$ cat src/cmd_defs.vh
// Purpose: shared constants of the reference-search and output command block
// Assumes: 32-bit AHB-Lite register words, one aligned word per register
// Notes:   offsets are byte addresses
`ifndef CMD_DEFS_VH
`define CMD_DEFS_VH

// register byte offsets
`define OFS_CMD_HEAD     8'h00
`define OFS_CMD_VALUE    8'h04
`define OFS_CMD_SUM      8'h08
`define OFS_REPLY_HEAD   8'h0c
`define OFS_REPLY_VALUE  8'h10
`define OFS_REPLY_SUM    8'h14
`define OFS_STATUS       8'h18
`define OFS_CONFIG       8'h1c
`define OFS_ACCUM        8'h20
`define OFS_LINES        8'h24

// status register bit positions
`define ST_REPLY_READY   0
`define ST_REF_ACTIVE    1
`define ST_SUM_ERROR     2
`define ST_IGNORED       3

// config register fields: module address in [7:0], host address in [15:8]
`define CFG_MOD_LSB      0
`define CFG_HOST_LSB     8
`define RST_MOD_ADDR     8'h01
`define RST_HOST_ADDR    8'h02

// instruction numbers and selectors
`define INSTR_REF_SEARCH 8'h0d
`define INSTR_SET_OUTPUT 8'h0e
`define SEARCH_START     8'h00
`define SEARCH_STOP      8'h01
`define SEARCH_QUERY     8'h02
`define BANK_PULLUP      8'h00
`define BANK_GP_OUT      8'h02
`define PORT_ALL         8'hff
`define VALUE_FROM_ACCUM 32'hffffffff

// reply status codes
`define STAT_OK          8'h64
`define STAT_BAD_SUM     8'h01
`define STAT_BAD_CMD     8'h02
`define STAT_BAD_TYPE    8'h03
`define STAT_BAD_VALUE   8'h04

// reset values of the outputs
`define RST_PULLUP       3'h7
`define RST_GP_OUT       8'h00

`endif

$ cat src/ref_search_fsm.v
// Purpose: start/stop control of the reference search
// Assumes: home_hit is already synchronised to hclk
// Notes:   the motion algorithm itself lives outside; this only tracks it
`timescale 1ns/1ps
`default_nettype none

module ref_search_fsm (
    // clock and reset
    input  wire       hclk,
    input  wire       hresetn,
    // control pulses
    input  wire       start,
    input  wire       stop,
    input  wire       home_hit,
    // state
    output wire       active,
    output reg  [1:0] state
);
    localparam [1:0] S_IDLE = 2'h1;
    localparam [1:0] S_SEEK = 2'h2;

    reg [1:0] next_state;

    // stop has priority over a start in the same cycle
    always @* begin
        next_state = state;
        case (state)
            S_IDLE: begin
                if (start && !stop) begin
                    next_state = S_SEEK;
                end
            end
            S_SEEK: begin
                if (stop || home_hit) begin
                    next_state = S_IDLE;
                end
            end
            default: next_state = S_IDLE;
        endcase
    end

    always @(posedge hclk or negedge hresetn) begin
        if (!hresetn) begin
            state <= S_IDLE;
        end else begin
            state <= next_state;
        end
    end

    assign active = (state == S_SEEK);
endmodule // ref_search_fsm

`default_nettype wire

$ cat src/ref_search_and_output_cmd.v
// Purpose: decode and execute reference-search and set-output command frames
// Assumes: software loads a nine-byte frame into three registers over AHB-Lite
// Notes:   writing the checksum register executes the frame one cycle later
`timescale 1ns/1ps
`default_nettype none
`include "cmd_defs.vh"

module ref_search_and_output_cmd #(
    parameter GP_OUT_W = 8
) (
    // ahb-lite slave
    input  wire                hclk,
    input  wire                hresetn,
    input  wire                hsel,
    input  wire [31:0]         haddr,
    input  wire [1:0]          htrans,
    input  wire                hwrite,
    input  wire [2:0]          hsize,
    input  wire [31:0]         hwdata,
    input  wire                hready,
    output wire                hreadyout,
    output wire                hresp,
    output reg  [31:0]         hrdata,
    // reference search link to the motion engine
    input  wire                ref_home_hit,
    output wire                ref_search_run,
    // digital lines
    output reg  [GP_OUT_W-1:0] gp_out,
    output reg  [2:0]          pullup_en
);
    // modulo-256 sum of eight bytes; carries wrap silently, which is the rule
    function [7:0] sum8;
        input [63:0] b;
        begin
            sum8 = b[63:56] + b[55:48] + b[47:40] + b[39:32]
                 + b[31:24] + b[23:16] + b[15:8] + b[7:0];
        end
    endfunction

    // register map, one aligned word each, byte offsets:
    //   00 command head {target, instruction, type, bank}
    //   04 command value, most significant byte first
    //   08 command checksum in [7:0]; writing it runs the frame
    //   0c reply head {host, target, status, instruction}
    //   10 reply value
    //   14 reply checksum in [7:0]
    //   18 status: reply ready, search active, sum error, ignored
    //   1c config: module address [7:0], host address [15:8]
    //   20 accumulator, source of the all-outputs update with value -1
    //   24 lines: outputs [7:0], pull-ups [18:16]
    // the three sticky status flags clear by writing ones
    // command and reply storage
    reg  [31:0] cmd_head;
    reg  [31:0] cmd_value;
    reg  [7:0]  cmd_sum;
    reg  [31:0] reply_head;
    reg  [31:0] reply_value;
    reg  [7:0]  reply_sum;
    reg  [31:0] accum;
    reg  [7:0]  mod_addr;
    reg  [7:0]  host_addr;
    reg         reply_ready;
    reg         sum_error;
    reg         ignored;
    reg         exec;

    // ahb address phase capture
    reg         wr_pend;
    reg  [7:0]  wr_addr;
    wire        take = hsel && htrans[1] && hready;

    // home pin synchroniser; only the second stage is read
    reg         home_meta;
    reg         home_sync;

    // frame fields
    wire [7:0]  f_target = cmd_head[31:24];
    wire [7:0]  f_instr  = cmd_head[23:16];
    wire [7:0]  f_type   = cmd_head[15:8];
    wire [7:0]  f_bank   = cmd_head[7:0];
    wire        sum_ok   = (sum8({cmd_head, cmd_value}) == cmd_sum);
    wire        for_us   = (f_target == mod_addr);

    // search state machine
    wire        search_active;
    wire [1:0]  search_state;
    reg         do_start;
    reg         do_stop;

    // decoder results
    reg  [7:0]          next_status;
    reg  [31:0]         next_value;
    reg  [GP_OUT_W-1:0] next_gp_out;
    reg  [2:0]          next_pullup;
    wire [31:0]         next_reply_head = {host_addr, f_target, next_status, f_instr};
    wire [63:0]         reply_bytes = {next_reply_head, next_value};

    // zero wait states: every register answers in the data phase, and the
    // read mux over flip-flops keeps a write of the previous phase visible
    assign hreadyout = 1'b1; // every access completes with no wait state
    assign hresp     = 1'b0;
    assign ref_search_run = search_active;

    ref_search_fsm u_search (
        .hclk     (hclk),
        .hresetn  (hresetn),
        .start    (do_start),
        .stop     (do_stop),
        .home_hit (home_sync),
        .active   (search_active),
        .state    (search_state)
    );

    // errors fall through with outputs unchanged and a status naming the fault
    // command decode: only a frame with a good sum can move the outputs or the search
    always @* begin
        next_status = `STAT_OK;
        next_value  = 32'h00000000;
        next_gp_out = gp_out;
        next_pullup = pullup_en;
        do_start    = 1'b0;
        do_stop     = 1'b0;
        if (!sum_ok) begin
            next_status = `STAT_BAD_SUM;
        end else begin
            case (f_instr)
                `INSTR_REF_SEARCH: begin
                    if (f_bank != 8'h00) begin
                        next_status = `STAT_BAD_VALUE;
                    end else if (f_type == `SEARCH_START) begin
                        do_start = exec;
                    end else if (f_type == `SEARCH_STOP) begin
                        do_stop = exec;
                    end else if (f_type == `SEARCH_QUERY) begin
                        // a query reads the machine but never drives start or stop
                        // the state code is never zero, so active reads non-zero
                        next_value = search_active ? {30'h0, search_state} : 32'h0;
                    end else begin
                        next_status = `STAT_BAD_TYPE;
                    end
                end
                `INSTR_SET_OUTPUT: begin
                    if (f_bank == `BANK_GP_OUT) begin
                        if (f_type == `PORT_ALL) begin
                            if (cmd_value == `VALUE_FROM_ACCUM) begin
                                next_gp_out = accum[GP_OUT_W-1:0];
                            end else if (cmd_value[31:8] == 24'h0) begin
                                next_gp_out = cmd_value[GP_OUT_W-1:0];
                            end else begin
                                next_status = `STAT_BAD_VALUE;
                            end
                        end else if (f_type < 8'h02) begin
                            if (cmd_value[31:1] == 31'h0) begin
                                next_gp_out[f_type[0]] = cmd_value[0];
                            end else begin
                                next_status = `STAT_BAD_VALUE;
                            end
                        end else begin
                            next_status = `STAT_BAD_TYPE;
                        end
                    end else if (f_bank == `BANK_PULLUP) begin
                        if (f_type != 8'h00) begin
                            next_status = `STAT_BAD_TYPE;
                        end else if (cmd_value[31:3] == 29'h0) begin
                            next_pullup = cmd_value[2:0];
                        end else begin
                            next_status = `STAT_BAD_VALUE;
                        end
                    end else begin
                        next_status = `STAT_BAD_VALUE;
                    end
                end
                default: next_status = `STAT_BAD_CMD;
            endcase
        end
        // frames for another address cannot start or stop the search; setting the ignored flag is their only effect
        if (!for_us) begin
            do_start = 1'b0;
            do_stop  = 1'b0;
        end
    end

    // pin synchroniser; the home pin is asynchronous to hclk
    always @(posedge hclk or negedge hresetn) begin
        if (!hresetn) begin
            home_meta <= 1'b0;
            home_sync <= 1'b0;
        end else begin
            home_meta <= ref_home_hit;
            home_sync <= home_meta;
        end
    end

    // ahb address phase, write data taken in the following data phase
    always @(posedge hclk or negedge hresetn) begin
        if (!hresetn) begin
            wr_pend <= 1'b0;
            wr_addr <= 8'h00;
        end else if (hready) begin
            wr_pend <= take && hwrite;
            wr_addr <= haddr[7:0];
        end
    end

    // register writes, frame execution and sticky status
    always @(posedge hclk or negedge hresetn) begin
        if (!hresetn) begin
            cmd_head    <= 32'h00000000;
            cmd_value   <= 32'h00000000;
            cmd_sum     <= 8'h00;
            reply_head  <= 32'h00000000;
            reply_value <= 32'h00000000;
            reply_sum   <= 8'h00;
            accum       <= 32'h00000000;
            mod_addr    <= `RST_MOD_ADDR;
            host_addr   <= `RST_HOST_ADDR;
            reply_ready <= 1'b0;
            sum_error   <= 1'b0;
            ignored     <= 1'b0;
            exec        <= 1'b0;
            gp_out      <= `RST_GP_OUT;
            pullup_en   <= `RST_PULLUP;
        end else begin
            // exec waits one cycle so the sum byte already sits in its flip-flop
            exec <= wr_pend && (wr_addr == `OFS_CMD_SUM);
            if (wr_pend) begin
                case (wr_addr)
                    `OFS_CMD_HEAD:  cmd_head  <= hwdata;
                    `OFS_CMD_VALUE: cmd_value <= hwdata;
                    `OFS_CMD_SUM:   cmd_sum   <= hwdata[7:0];
                    `OFS_ACCUM:     accum     <= hwdata;
                    `OFS_CONFIG: begin
                        mod_addr  <= hwdata[`CFG_MOD_LSB+7:`CFG_MOD_LSB];
                        host_addr <= hwdata[`CFG_HOST_LSB+7:`CFG_HOST_LSB];
                    end
                    `OFS_STATUS: begin
                        // write one to clear; a same-cycle set below wins
                        if (hwdata[`ST_REPLY_READY]) reply_ready <= 1'b0;
                        if (hwdata[`ST_SUM_ERROR])   sum_error   <= 1'b0;
                        if (hwdata[`ST_IGNORED])     ignored     <= 1'b0;
                    end
                    default: ;
                endcase
            end
            if (exec) begin
                if (!for_us) begin
                    ignored <= 1'b1;
                end else begin
                    gp_out      <= next_gp_out;
                    pullup_en   <= next_pullup;
                    reply_head  <= next_reply_head;
                    reply_value <= next_value;
                    reply_sum   <= sum8(reply_bytes);
                    reply_ready <= 1'b1;
                    if (!sum_ok) sum_error <= 1'b1;
                end
            end
        end
    end

    // output lines padded or cut to one byte for read-back
    wire [7:0] gp_out_word;

    // read mux over flip-flops; unmapped words read zero
    always @* begin
        case (wr_addr)
            `OFS_CMD_HEAD:    hrdata = cmd_head;
            `OFS_CMD_VALUE:   hrdata = cmd_value;
            `OFS_CMD_SUM:     hrdata = {24'h0, cmd_sum};
            `OFS_REPLY_HEAD:  hrdata = reply_head;
            `OFS_REPLY_VALUE: hrdata = reply_value;
            `OFS_REPLY_SUM:   hrdata = {24'h0, reply_sum};
            `OFS_STATUS:      hrdata = {28'h0, ignored, sum_error, search_active, reply_ready};
            `OFS_CONFIG:      hrdata = {16'h0, host_addr, mod_addr};
            `OFS_ACCUM:       hrdata = accum;
            `OFS_LINES:       hrdata = {13'h0, pullup_en, 8'h0, gp_out_word};
            default:          hrdata = 32'h00000000;
        endcase
    end

    // narrow builds pad the read-back byte with zeros
    generate
        if (GP_OUT_W >= 8) begin : g_wide
            assign gp_out_word = gp_out[7:0];
        end else begin : g_narrow
            assign gp_out_word = {{(8-GP_OUT_W){1'b0}}, gp_out};
        end
    endgenerate
endmodule // ref_search_and_output_cmd

`default_nettype wire

$ cat config.mk
export PLATFORM = sky130hd
export DESIGN_NAME = ref_search_and_output_cmd
export DESIGN_NICKNAME = d
export VERILOG_FILES = /design/src/ref_search_fsm.v /design/src/ref_search_and_output_cmd.v
export VERILOG_INCLUDE_DIRS = /design/src /design/src/src
export SDC_FILE = /design/constraint.sdc
export NUM_CORES = 1
export LEC_CHECK = 0
export BUFFER_PORTS_ARGS = -buffer_cell sky130_fd_sc_hd__buf_2
export CORE_MARGIN = 2
export CORE_UTILIZATION = 55
export CTS_CLUSTER_SIZE = 24
export DETAILED_ROUTE_END_ITERATION = 10
export PLACE_DENSITY = 0.76
export SYNTH_ARGS = -nofsm -noshare
export SYNTH_HDL_FRONTEND = slang
export SYNTH_HIERARCHICAL = 1
export SYNTH_SLANG_ARGS = --single-unit
$ cat constraint.sdc
create_clock -name hclk -period 11.9 [get_ports hclk]
set_clock_uncertainty 0.1 [all_clocks]
set_input_delay 1.19 -clock hclk [delete_from_list [all_inputs] [get_ports hclk]]
set_output_delay 1.19 -clock hclk [all_outputs]
set_load 0.05 [all_outputs]
======== Yosys cells after proc, flatten, opt, wreduce, memory -nomap -nowiden ========
Cells that the tools add are included.
storage, ports and cells
  flip-flop bits (word level) ............. 220
  latch bits .............................. 0
  RAM bits ................................ 0
  memory bits (read-only) ................. 0
  input port bits ......................... 75
  output and inout port bits .............. 46
  logic and storage cells ................. 150
  memories kept ........................... 0
operators by class
  add/sub/neg operators ................... 14
  $mul .................................... 0
  divide/modulo/power cells ............... 0
  order comparisons ....................... 3
  equal/unequal tests ..................... 23
  shift-type cells ........................ 0
  mux-type cells .......................... 61
  bitwise operators ....................... 2
  reductions and logical operators ........ 27
operators with widths
  kind                                           count
  one-hot mux 32 bit (10 select lines)           1
  adder 8 bit                                    11
  two-way mux 8 bit                              10
  two-way mux 7 bit                              9
  == test 32 bit, second input constant          1
  == test 8 x 4 -> 1 bit, second input constant  4
  == test 8 x 5 -> 1 bit, second input constant  4
  zero test 31 bit                               1
  zero test 29 bit                               1
  two-way mux 1 bit                              28
  adder 8 bit, second input constant             3
  zero test 24 bit                               1
  zero test 8 bit                                3
  two-way mux 2 bit                              9
  == test 8 x 2 -> 1 bit, second input constant  2
  == test 8 x 6 -> 1 bit, second input constant  2
  == test 8 bit                                  2
  one-hot mux 8 bit (2 select lines)             1
  AND reduction 8 bit                            2
  nonzero test 8 bit                             2
  AND reduction 2 bit                            7
  bitwise mux 8 bit                              1
  == test 8 x 1 -> 1 bit, second input constant  1
  == test 8 x 3 -> 1 bit, second input constant  1
  other kinds (15)                               23

======== Depth between registers and ports, before layout ========
Gate-level depths: netlist of run 1.
  word-level depth ........................ 15
  gate-level depth with buffers ........... 31
  gate-level depth less buffers ........... 29

======== Cells and area by module ========
Netlist of run 1, hierarchy kept.
by module, submodules not included
  module                     times used  cells an instance  area each (um^2)  sequential area each (um^2)
  ref_search_and_output_cmd  1           944                10,536.4          4,610.7
  ref_search_fsm             1           7                  87.6              51.3

======== Worst setup path before layout of run 1 ========
Ideal clock, no wire load.
  path type ............................... register to register
  start ................................... reg cmd_head[8]
  end ..................................... reg reply_sum[6]
  setup time .............................. 0.083 ns
  arrival ................................. 6.052 ns
  data required time ...................... 11.717 ns
  slack ................................... 5.665 ns
  stages on the path, launching flop included .. 30
  buffers on the path ..................... 2
  clock period less this slack ............ 6.235 ns
  path through ............................ dfrtp_1 > clkbuf_1 > inv_1 > fa_1 > fa_1 > fa_1 > fa_1 > inv_1 > ha_1 > inv_1 > fa_1 > nand2b_1 > a21oi_1 > xnor2_1 > nand4_1 > a21oi_2 > and3_1 > buf_2 > xor2_1 > ha_1 > inv_1 > fa_1 > fa_1 > nor2b_1 > o21ai_0 > nand2b_1 > a21o_1 > a21oi_1 > xor2_1 > o21ai_0
between the ends
  longest elaborated chain between the ends .. 14
  elaborated cells between the ends (all ways) .. 36
  those cells by class .................... add/sub: 12; order compare: 1; eq/ne: 4; mux: 17; reduce/logical: 2
RTL lines
  what                       RTL line                         text
  start, declared            ref_search_and_output_cmd.v:53   reg [31:0] cmd_head;
  start signal, assigned     ref_search_and_output_cmd.v:228  `OFS_CMD_HEAD: cmd_head <= hwdata;
  adder 8 bit (2 in series)  ref_search_and_output_cmd.v:35   sum8 = b[63:56] + b[55:48] + b[47:40] + b[39:32]
  adder 8 bit (4 in series)  ref_search_and_output_cmd.v:36   + b[31:24] + b[23:16] + b[15:8] + b[7:0];
  == test 8 bit              ref_search_and_output_cmd.v:81   wire sum_ok = (sum8({cmd_head, cmd_value}) == cmd_sum);
  two-way mux 8 bit          ref_search_and_output_cmd.v:123  if (!sum_ok) begin
  adder 8 bit (2 in series)  ref_search_and_output_cmd.v:35
  adder 8 bit (3 in series)  ref_search_and_output_cmd.v:36
  adder 8 bit *              ref_search_and_output_cmd.v:36
  end signal, assigned       ref_search_and_output_cmd.v:253  reply_sum <= sum8(reply_bytes);
  end, declared              ref_search_and_output_cmd.v:58   reg [7:0] reply_sum;
Mark *: on every way between the ends. The rest lies on a longest branch, timed or not.
A chain may end at the register's enable or synchronous reset.

======== Final worst setup path of run 1 ========
  start ................................... reg cmd_head[26]
  end ..................................... reg reply_sum[6]
between the ends
  longest elaborated chain between the ends .. 15
  elaborated cells between the ends (all ways) .. 19
  those cells by class .................... add/sub: 14; eq/ne: 2; mux: 2; reduce/logical: 1
RTL lines
  what                       RTL line
  adder 8 bit (3 in series)  ref_search_and_output_cmd.v:35
  adder 8 bit (4 in series)  ref_search_and_output_cmd.v:36
  == test 8 bit              ref_search_and_output_cmd.v:81
  two-way mux 8 bit          ref_search_and_output_cmd.v:123
  adder 8 bit (2 in series)  ref_search_and_output_cmd.v:35
  adder 8 bit (4 in series)  ref_search_and_output_cmd.v:36
Several ways; a longest one is shown, not always the timed one.

==> results of run 1 <==
## routing by layer
metal | part of all wire, % | track usage, % | vias to the layer above
met4 | 3.9 | 11.8 | 0
met2 | 45 | 46.7 | 451
met1 | 40 | 42.3 | 4072
li1 | - | - | 3480
met3 | 11 | 10.3 | 87
met5 | 0 | 0 | -
## worst paths after layout
path,from,endpoint,cells past startpoint
setup / recovery,cmd_head[26],reply_sum[6],27
hold / removal,home_meta,home_sync,0
setup reg to reg,cmd_head[26],reply_sum[6],27
hold reg to reg,home_meta,home_sync,0
max in group asynchronous,hresetn,host_addr[2],2
min in group asynchronous,hresetn,wr_addr[4],1
## placed cells by master (no fill, tap or decap), drive strengths merged, types with 11 or more instances in the layout
master and count:
nor4 16, nand4 18, a22oi 13, ha 17, nand2 142, buf 100
xnor2 23, dfrtp 180, a21oi 14, nor2 23, inv 81, xor2 11
a222oi 18, clkbuf 21, fa 52, mux2i 23, o21ai 38, nand3 17
mux2 137
## worst reg2reg max path: cells and delay by family, from the launching register on
kind	cells	cell delay, ns
compound gates	6	1.21
simple gates	5	0.93
fa+ha+maj	9	3.88
xor+xnor	3	0.37
buf+inv	4	0.24
flops	1	0.56
## synthesized netlist by cell type, types with 4 or more instances
cell type                  count
sky130_fd_sc_hd__dfrtp_1     180
sky130_fd_sc_hd__nand2_1     142
sky130_fd_sc_hd__mux2_2      134
sky130_fd_sc_hd__inv_1        78
sky130_fd_sc_hd__fa_1         52
sky130_fd_sc_hd__o21ai_0      38
sky130_fd_sc_hd__clkbuf_1     25
sky130_fd_sc_hd__mux2i_1      23
sky130_fd_sc_hd__nor2_1       23
sky130_fd_sc_hd__xnor2_1      23
sky130_fd_sc_hd__a222oi_1     18
sky130_fd_sc_hd__ha_1         17
sky130_fd_sc_hd__nand3_1      17
sky130_fd_sc_hd__nand4_1      17
sky130_fd_sc_hd__nor4_1       15
sky130_fd_sc_hd__a21oi_1      13
sky130_fd_sc_hd__a22oi_1      13
sky130_fd_sc_hd__buf_1        12
sky130_fd_sc_hd__xor2_1       10
sky130_fd_sc_hd__a221o_1       8
sky130_fd_sc_hd__nor3_1        8
sky130_fd_sc_hd__nand2b_1      7
sky130_fd_sc_hd__a221oi_1      6
sky130_fd_sc_hd__dfstp_2       6
sky130_fd_sc_hd__a21o_1        4
## area by class of cell
type / count / area [um^2]
clock buffer: 20 / 457
inverter: 79 / 297
sequential: 186 / 4660
fill: 1501 / 6940
timing repair buffer: 101 / 542
tap: 260 / 325
clock inverter: 9 / 92.6
multi-input combinational: 645 / 5520
## per-stage QoR
| step | total power, mW | hold slack, ns | setup WS [ns] |
|---|---|---|---|
| 4_1_cts | 1.87 | 0.262 | 4.53 |
| 5_1_grt | 1.97 | 0.264 | 4.13 |
| 2_1_floorplan | 1.17 | 0.231 | 5.67 |
| 6_report | 1.86 | 0.258 | 4.53 |
| 3_5_place_dp | 1.32 | 0.237 | 4.59 |
| 3_3_place_gp | 1.29 | 0.245 | 4.72 |
## kinds of logic (layout without fill, tap and decap cells)
| logic type | Yosys count | in the layout | share of synthesized area (%) |
|---|---|---|---|
| buf+inv | 120 | 209 | 4.39 |
| simple gates | 256 | 256 | 11.5 |
| other cells | 2 | 2 | 0.0707 |
| xor+xnor | 37 | 37 | 3.51 |
| flops | 186 | 186 | 43.9 |
| mux | 160 | 160 | 16.7 |
| compound gates | 121 | 121 | 8.17 |
| fa+ha+maj | 69 | 69 | 11.8 |
## power by group through the flow
stage | combinational (mW) | sequential (mW) | clock [mW]
2_1_floorplan | 0.473 | 0.702 | 0
3_3_place_gp | 0.567 | 0.725 | 0
3_5_place_dp | 0.595 | 0.726 | 0
4_1_cts | 0.601 | 0.715 | 0.550
5_1_grt | 0.675 | 0.720 | 0.578
6_report | 0.596 | 0.717 | 0.546
## flip-flops by register name (all words and copies together) (netlist names), 2 cells and up
signal and flops:
pullup_en 3, reply_head 28, accum 32, cmd_sum 8
reply_value 2, wr_addr 8, gp_out 8, u_search/state 2
mod_addr 8, cmd_head 32, cmd_value 32, reply_sum 8
host_addr 8
==> flow_summary.yaml, run 1 <==
logic_synthesis:
  synth.area.top_cells: "sky130_fd_sc_hd__dfrtp_1, sky130_fd_sc_hd__mux2_2, sky130_fd_sc_hd__fa_1"
  synth_fp_nets: 1095
  synth_cells: 951
  yosys.area.top_type: "sky130_fd_sc_hd__dfrtp_1"
  synth_top_area_share_pct: 42.4
  synth_enable_flop_cells: 0
  synth.lib_cells_used.distinct: 64
  post_synth.cell_area_avg_um2: 11.2
  ys_async_sr_fraction_pct: 100
  mappedNetlistArea_um2: 10600
  synth.yosys.seq_area_share_pct: 43.9
  dominantRegCellSynth: "sky130_fd_sc_hd__dfrtp_1"
  postSynthRegisterBits: 186
  yosys_warnings: 6
die:
  starting_density_of_the_core_pct: 56.4
  die_width_um: 143
  placementRows: 50
  fp.coreArea_um2: 18800
  io_pins: 121
  die_area_um2: 20400
  chipHeight_um: 143
critical_path:
  regToRegSetupSlack_ns: 4.53
  crit_path_max_fanout: 12
  timing.critical_path.buf_inv: 4
  ws_path_type: "reg -> reg"
  critical_path_required_ns: 12.16
  crit_path_start_kind: "register"
  slowest_stage: "sky130_fd_sc_hd__fa_1"
  worst_setup_path_end_kind: "register"
  largest_stage_delay_worst_path_ns: 0.60
  cpMostUsedCell: "sky130_fd_sc_hd__fa_1"
  critical_path.top_delay_family: "adder cells"
  critical_path_arrival_ns: 7.62
timing:
  layout_min_cycle_time_ns: 7.37
  timing_hold_violations_final: 0
  slew_limit_headroom_pct: 23.3
  layout_worst_path_cycle_share_pct: 61.9
  setup_viol_count_final: 0
  worst-slew-pin-transition_ns: 1.15
  rsz0062_at_grt: "no"
  report.final.slew_viol_count: 0
  fin_tns_setup_ns: 0
  maxClockFrequency_mhz: 136
cts:
  max-clock-path-buffers: 2
  ctsRootBufferMaster: "sky130_fd_sc_hd__clkbuf_16"
  cts_repair_resizes: 0
  clkLatencyLatePin_ns: 0.44
  clkSlewWorstSetupHoldPaths_ns: 0.07
  clock_tree_from_tritoncts: "done"
  postCtsHoldBufs: 0
  post-cts-setup-buffers: 0
  htree_levels: 4
  cts.sinks: 186
  cts_made_buffers: 17
power:
  ir_drop_v: 0.000158
  clkPwrFrac_pct: 29.4
  logic_pwr_share_pct: 32.1
  power-per-cell-area_nw_per_um2: 156
  cellInternalPower_mw: 1.25
  p_leak_nw: 5.57
  p_switching_uw: 607
  power_switching_share_pct: 32.7
  power.share.sequential_pct: 38.6
finish:
  post-route-util_pct: 63.2
  post_route_cells_drive_above_1_share_pct: 27.2
  finalInstanceArea_um2: 11900
  area_growth_pct: 12.0
  design.final.nets: 1174
  final_cells: 1300
  antenna_cell_count: 0
flow_run:
  number_of_maximum_capacitance_violations: 0
drt:
  drt_pre_antenna_iters: 6
  via_density: 6.22
  starting_drc_count_in_detailed_routing: 985
  routed_via_count: 8090
  remaining_drc_errors: 0
  post_drt_wl_per_cell_um: 23.4
  routed_wl_um: 30400
  antenna_violating_nets_post_route: 0
grt:
  groute.usage.overall_pct: 31.1
  grt_remaining_overflow: 0
  first_global_vias: 7846
  grt_start_max_net_pins: 113
  grt_pass1_wl_um: 46700
  antenna_found_initial: 0
min_path:
  hp-class: "reg -> reg"
placement:
  place.detailed.hpwl_um: 21800
  buffers_on_ports: 90
  globalplace.congestion: 0.952
  total_placed_cells_including_tap_cells: 1271
  dpl-instance-area_um2: 11300
status:
  outcome: "complete, no violations"
Power figures use the tool's default switching activity.
==> run 2: changes to the inputs <==
- ABC_AREA: unset -> 1
- clock period: 11.9 -> 7.6 ns (I/O delays scaled with it)
==> run 2 against run 1 <==
Power up 57%. Largest power group unchanged. Hold slack hardly changed. Count of clock-buffer cells in the layout decreased by 2. Highest routed layer unchanged. Wire length is 10% higher. Global-route usage grew 1.8 points. Non-clock buffer count is 1 lower. Critical path depth increased by 1. Worst setup slack worse by 4.1 ns. Combinational power increased by 52%. Register-to-register slack worse by 4.1 ns. Sequential cell count is the same.
==> flow_summary.yaml, run 2 <==
status:
  outcome: "complete, no violations"
die:
  fp.coreArea_um2: 19500
  die_width_um: 145
  io_pins: 121
  starting_density_of_the_core_pct: 56.2
  chipHeight_um: 145
  die_area_um2: 21000
  placementRows: 51
critical_path:
  largest_stage_delay_worst_path_ns: 0.57
  critical_path_required_ns: 7.78
  critical_path_arrival_ns: 7.31
  crit_path_start_kind: "register"
  worst_setup_path_end_kind: "register"
  crit_path_max_fanout: 7
  slowest_stage: "sky130_fd_sc_hd__fa_1"
  ws_path_type: "reg -> reg"
  cpMostUsedCell: "sky130_fd_sc_hd__fa_1"
placement:
  place.detailed.hpwl_um: 24700
  buffers_on_ports: 90
  globalplace.congestion: 0.979
  dpl-instance-area_um2: 11600
logic_synthesis:
  synth_top_area_share_pct: 41.2
  synth_cells: 1307
  ys_async_sr_fraction_pct: 100
  post_synth.cell_area_avg_um2: 8.37
  synth_enable_flop_cells: 0
  synth_most_common_cell: "sky130_fd_sc_hd__nand2_1"
  yosys_warnings: 6
  synth_fp_nets: 1451
  synth_commonest_cells: "sky130_fd_sc_hd__nand2_1, sky130_fd_sc_hd__inv_1, sky130_fd_sc_hd__dfrtp_1"
  postSynthRegisterBits: 186
  synth.area.top_cells: "sky130_fd_sc_hd__dfrtp_1, sky130_fd_sc_hd__nand2_1, sky130_fd_sc_hd__fa_1"
  synth.lib_cells_used.distinct: 48
  mappedNetlistArea_um2: 10900
  dominantRegCellSynth: "sky130_fd_sc_hd__dfrtp_1"
  yosys.area.top_type: "sky130_fd_sc_hd__dfrtp_1"
  synth.yosys.seq_area_share_pct: 42.6
drt:
  remaining_drc_errors: 0
  drt_pre_antenna_iters: 8
  routed_via_count: 9726
  post_drt_wl_per_cell_um: 20.3
  via_density: 5.87
  starting_drc_count_in_detailed_routing: 1238
  routed_wl_um: 33600
  antenna_violating_nets_post_route: 0
cts:
  htree_levels: 4
  ctsRootBufferMaster: "sky130_fd_sc_hd__clkbuf_16"
  clock_tree_from_tritoncts: "done"
  cts.sinks: 186
  cts_repair_resizes: 0
  postCtsHoldBufs: 0
  clkLatencyLatePin_ns: 0.45
  max-clock-path-buffers: 2
  clkSlewWorstSetupHoldPaths_ns: 0.07
  post-cts-setup-buffers: 0
  cts_made_buffers: 17
timing:
  layout_worst_path_cycle_share_pct: 93.8
  fin_tns_setup_ns: 0
  layout_min_cycle_time_ns: 7.13
  rsz0062_at_grt: "no"
  report.final.slew_viol_count: 0
  setup_viol_count_final: 0
  slew_limit_headroom_pct: 21.8
  maxClockFrequency_mhz: 140
  worst-slew-pin-transition_ns: 1.17
  timing_hold_violations_final: 0
finish:
  final_cell_mix: "sky130_fd_sc_hd__nand2_1, sky130_fd_sc_hd__inv_1, sky130_fd_sc_hd__dfrtp_1, sky130_fd_sc_hd__o21ai_0, sky130_fd_sc_hd__buf_2"
  finalInstanceArea_um2: 12200
  seqCellArea_um2: 4660
  num-fill-cells: 1736
  layout_commonest_cell: "sky130_fd_sc_hd__nand2_1"
  top_regs: "accum x32, cmd_head x32, cmd_value x32"
  design.final.nets: 1523
  multi_input_gate_area_um2: 5310
  antenna_cell_count: 0
  post_route_cells_drive_above_1_share_pct: 12.8
  area_growth_pct: 11.4
power:
  ir_drop_v: 0.000175
  p_leak_nw: 6.61
  power.total_mw: 2.93
  power-per-cell-area_nw_per_um2: 240
grt:
  grt_remaining_overflow: 0
  antenna_found_initial: 0
  first_global_vias: 9400
  grt_start_max_net_pins: 122
  grt_pass1_wl_um: 53000
  groute.usage.overall_pct: 32.9
min_path:
  hp-class: "reg -> reg"
flow_run:
  number_of_maximum_capacitance_violations: 0
## run 2: changes by cell type after synthesis, sizes merged, moves of 12 or more
cell and delta:
mux2 -133, a22oi -13, mux2i -23, nand4 +13, clkbuf +12, inv +130, o2111ai +21, a221oi +15
a222oi -18, nor2 +34, o21ai +147, nand2 +204, nand3 +19
## run 2: logic make-up after synthesis
group	Yosys count	synth area share, %
other	2	0.0687
AO/OA/AOI/OAI	259	13.8
buffers and inverters	256	9.00
flip-flops	186	42.6
AND/OR/NAND/NOR	501	20.2
XOR/XNOR	30	2.40
adder cells (fa/ha/maj)	69	11.5
multiplexers	4	0.412
## run 2: area by class of cell
type | count | area share [%]
inverters | 209 | 6.44
flip-flops and latches | 186 | 38.3
clock inverters | 14 | 1.05
well taps | 265 | 2.72
repair buffers | 100 | 4.38
clock buffers | 18 | 3.60
multi-input cells | 865 | 43.6
## run 2: path summary, 6_finish.rpt
path | depth (start not counted) | startpoint | end | slack (ns)
max reg2reg | 28 | cmd_head[25] | reply_sum[7] | 0.47
min reg2reg | 0 | home_meta | home_sync | 0.26
max in group asynchronous | 2 | hresetn | accum[15] | 5.64
max | 28 | cmd_head[25] | reply_sum[7] | 0.47
min in group asynchronous | 1 | hresetn | wr_addr[4] | 0.34
min | 0 | home_meta | home_sync | 0.26
## run 2: worst max-delay path, delay by kind of cell, from the launching register on
family | cells | cell delay [ns]
adder cells (fa/ha/maj) | 8 | 3.51
AND/OR/NAND/NOR | 8 | 1.40
AO/OA/AOI/OAI | 6 | 0.96
flip-flops | 1 | 0.48
XOR/XNOR | 2 | 0.26
buffers and inverters | 4 | 0.25
## run 2: per-layer routing
layer	up-vias	global-route usage, %	routed length [um]
met3	110	7.08	3010
li1	4379	-	-
met4	0	17.1	1800
met5	-	0	0
met1	4716	44.3	13200
met2	521	50.5	15500
## run 2: where the power goes
part	internal (mW)	switching (mW)	leakage, nW
registers	1.05	0.0884	1.95
logic	0.349	0.557	4.38
clock network	0.442	0.436	0.274
## run 2: metrics by stage
step,util (%),hold WS [ns],cells,setup slack [ns]
final,62.6,0.258,1657,0.470
after global routing,62.6,0.275,1657,0.0129
after CTS,62.6,0.266,1657,0.526
after detailed placement,59.7,0.243,1625,0.565
after global placement,59.7,0.248,1625,0.705
after floorplan,-,0.231,1307,1.20
==> run 3: changes to the inputs <==
- ABC_AREA: 1 -> unset
==> run 3 against run 2 <==
Critical path depth shrank 2. Combinational power grew 3.3%. First-iteration DRC count shrank 23%. Sequential cell count is the same. Die area shrank 2.8%. Largest cell class unchanged. Hold slack lost 0.0021 ns. Cell area shrank 1.2%. Critical endpoint unchanged. Non-clock buffer count grew 12. Via count shrank 16%. Critical path type unchanged. Power grew 2.2%. Final cell count shrank 21%.
==> flow_summary.yaml, run 3 (synthesized netlist as in run 1, its figures left out) <==
die:
  io_pins: 121
  die_width_um: 143
  starting_density_of_the_core_pct: 56.4
  die_area_um2: 20400
  fp.coreArea_um2: 18800
  placementRows: 50
  chipHeight_um: 143
grt:
  grt_remaining_overflow: 0
  grt_pass1_wl_um: 48400
  groute.usage.overall_pct: 32.3
  grt_start_max_net_pins: 115
  first_global_vias: 8216
  antenna_found_initial: 2
drt:
  starting_drc_count_in_detailed_routing: 957
  via_density: 6.19
  drt-met1-wl_um: 12400
  post_drt_wl_per_cell_um: 23.9
  met2_length_um: 14600
  remaining_drc_errors: 0
  drt_pre_antenna_iters: 6
  routed_wl_um: 31400
  antenna_violating_nets_post_route: 0
  routed_via_count: 8126
  top_layer: "met4"
  routed-wl-met3_um: 3290
cts:
  max-clock-path-buffers: 2
  clkSlewWorstSetupHoldPaths_ns: 0.07
  cts.sinks: 186
  cts_made_buffers: 17
  clock_tree_from_tritoncts: "done"
  htree_levels: 4
  ctsRootBufferMaster: "sky130_fd_sc_hd__clkbuf_16"
  clkLatencyLatePin_ns: 0.44
  cts_repair_resizes: 0
  postCtsHoldBufs: 0
  post-cts-setup-buffers: 0
timing:
  fin_tns_setup_ns: 0
  layout_worst_path_cycle_share_pct: 91.5
  fin_worst_hold_slack_ns: 0.256
  layout_min_cycle_time_ns: 6.95
  setup_viol_count_final: 0
  slew_limit_headroom_pct: 14.8
  report.final.slew_viol_count: 0
  timing_hold_violations_final: 0
  rsz0062_at_grt: "no"
  worst-slew-pin-transition_ns: 1.27
  maxClockFrequency_mhz: 144
critical_path:
  ws_path_type: "reg -> reg"
  slowest_stage: "sky130_fd_sc_hd__fa_1"
  cpMostUsedCell: "sky130_fd_sc_hd__fa_1"
  crit_path_max_fanout: 8
  largest_stage_delay_worst_path_ns: 0.65
  critical_path_arrival_ns: 7.20
  worst_setup_path_end_kind: "register"
  crit_path_start_kind: "register"
  critical_path_required_ns: 7.85
power:
  p_leak_nw: 5.65
  ir_drop_v: 0.000211
  power-per-cell-area_nw_per_um2: 248
  power.total_mw: 2.99
finish:
  design.final.nets: 1185
  area_growth_pct: 13.3
  post_route_cells_drive_above_1_share_pct: 27.9
  layout_commonest_cell: "sky130_fd_sc_hd__dfrtp_1"
  post-route-util_pct: 63.9
  num-fill-cells: 1484
  final_cell_mix: "sky130_fd_sc_hd__dfrtp_1, sky130_fd_sc_hd__nand2_1, sky130_fd_sc_hd__mux2_2, sky130_fd_sc_hd__buf_2, sky130_fd_sc_hd__inv_1"
  seqCellArea_um2: 4660
  multi_input_gate_area_um2: 5510
  top_regs: "accum x32, cmd_head x32, cmd_value x32"
placement:
  buffers_on_ports: 90
  place.detailed.hpwl_um: 22300
  globalplace.congestion: 0.957
min_path:
  hp-class: "reg -> reg"
flow_run:
  number_of_maximum_capacitance_violations: 0
status:
  outcome: "complete, no violations"
[run 3: cell types whose count changed in the layout (fill, tap and decap cells not counted), moves of 18 or more]
cell,delta
sky130_fd_sc_hd__mux2_2,+130
sky130_fd_sc_hd__o21ai_0,-131
sky130_fd_sc_hd__mux2i_1,+23
sky130_fd_sc_hd__inv_1,-125
sky130_fd_sc_hd__nand2_1,-196
sky130_fd_sc_hd__o2111ai_1,-21
sky130_fd_sc_hd__nor2_1,-32
sky130_fd_sc_hd__a222oi_1,+18
[run 3: critical path, delay by kind of cell, from the launching register on]
| family | cells | cell delay (ns) |
|---|---|---|
| adder cells (fa/ha/maj) | 8 | 3.48 |
| AO/OA/AOI/OAI | 7 | 1.49 |
| AND/OR/NAND/NOR | 5 | 0.64 |
| flip-flops | 1 | 0.51 |
| buffers and inverters | 5 | 0.51 |
| XOR/XNOR | 1 | 0.13 |
[run 3: cell type report]
type / count / area share (%)
inverters: 79 / 2.46
well taps: 260 / 2.70
flip-flops and latches: 186 / 38.7
clock inverters: 6 / 0.925
repair buffers: 112 / 5.19
clock buffers: 24 / 4.17
diodes: 1 / 0.0208
multi-input cells: 645 / 45.8
[run 3: metal layers]
layer | track usage [%] | up-vias
li1 | - | 3505
met5 | 0 | -
met3 | 9.12 | 86
met1 | 43.0 | 4068
met2 | 50.0 | 467
met4 | 13.2 | 0
[run 3: metrics by stage]
step	setup WS, ns	cell area [um^2]	std cells
4_1_cts	0.682	12000	1312
2_1_floorplan	1.37	10600	951
5_1_grt	0.352	12000	1312
3_3_place_gp	0.849	11400	1282
6_report	0.649	12000	1313
3_5_place_dp	0.737	11400	1282
[run 3: worst paths after layout]
kind / startpoint / to / slack, ns / cells past startpoint
max: cmd_head[25] / reply_sum[7] / 0.65 / 26
min: home_meta / home_sync / 0.26 / 0
max reg2reg: cmd_head[25] / reply_sum[7] / 0.65 / 26
min reg2reg: home_meta / home_sync / 0.26 / 0
max in group asynchronous: hresetn / ignored / 5.48 / 2
min in group asynchronous: hresetn / wr_addr[5] / 0.32 / 1
[run 3: power by group]
group | total [mW] | switching, mW | internal, mW | leakage (nW)
Combinational | 0.935 | 0.479 | 0.456 | 3.09
Sequential | 1.11 | 0.0770 | 1.04 | 2.27
Clock | 0.939 | 0.381 | 0.558 | 0.298
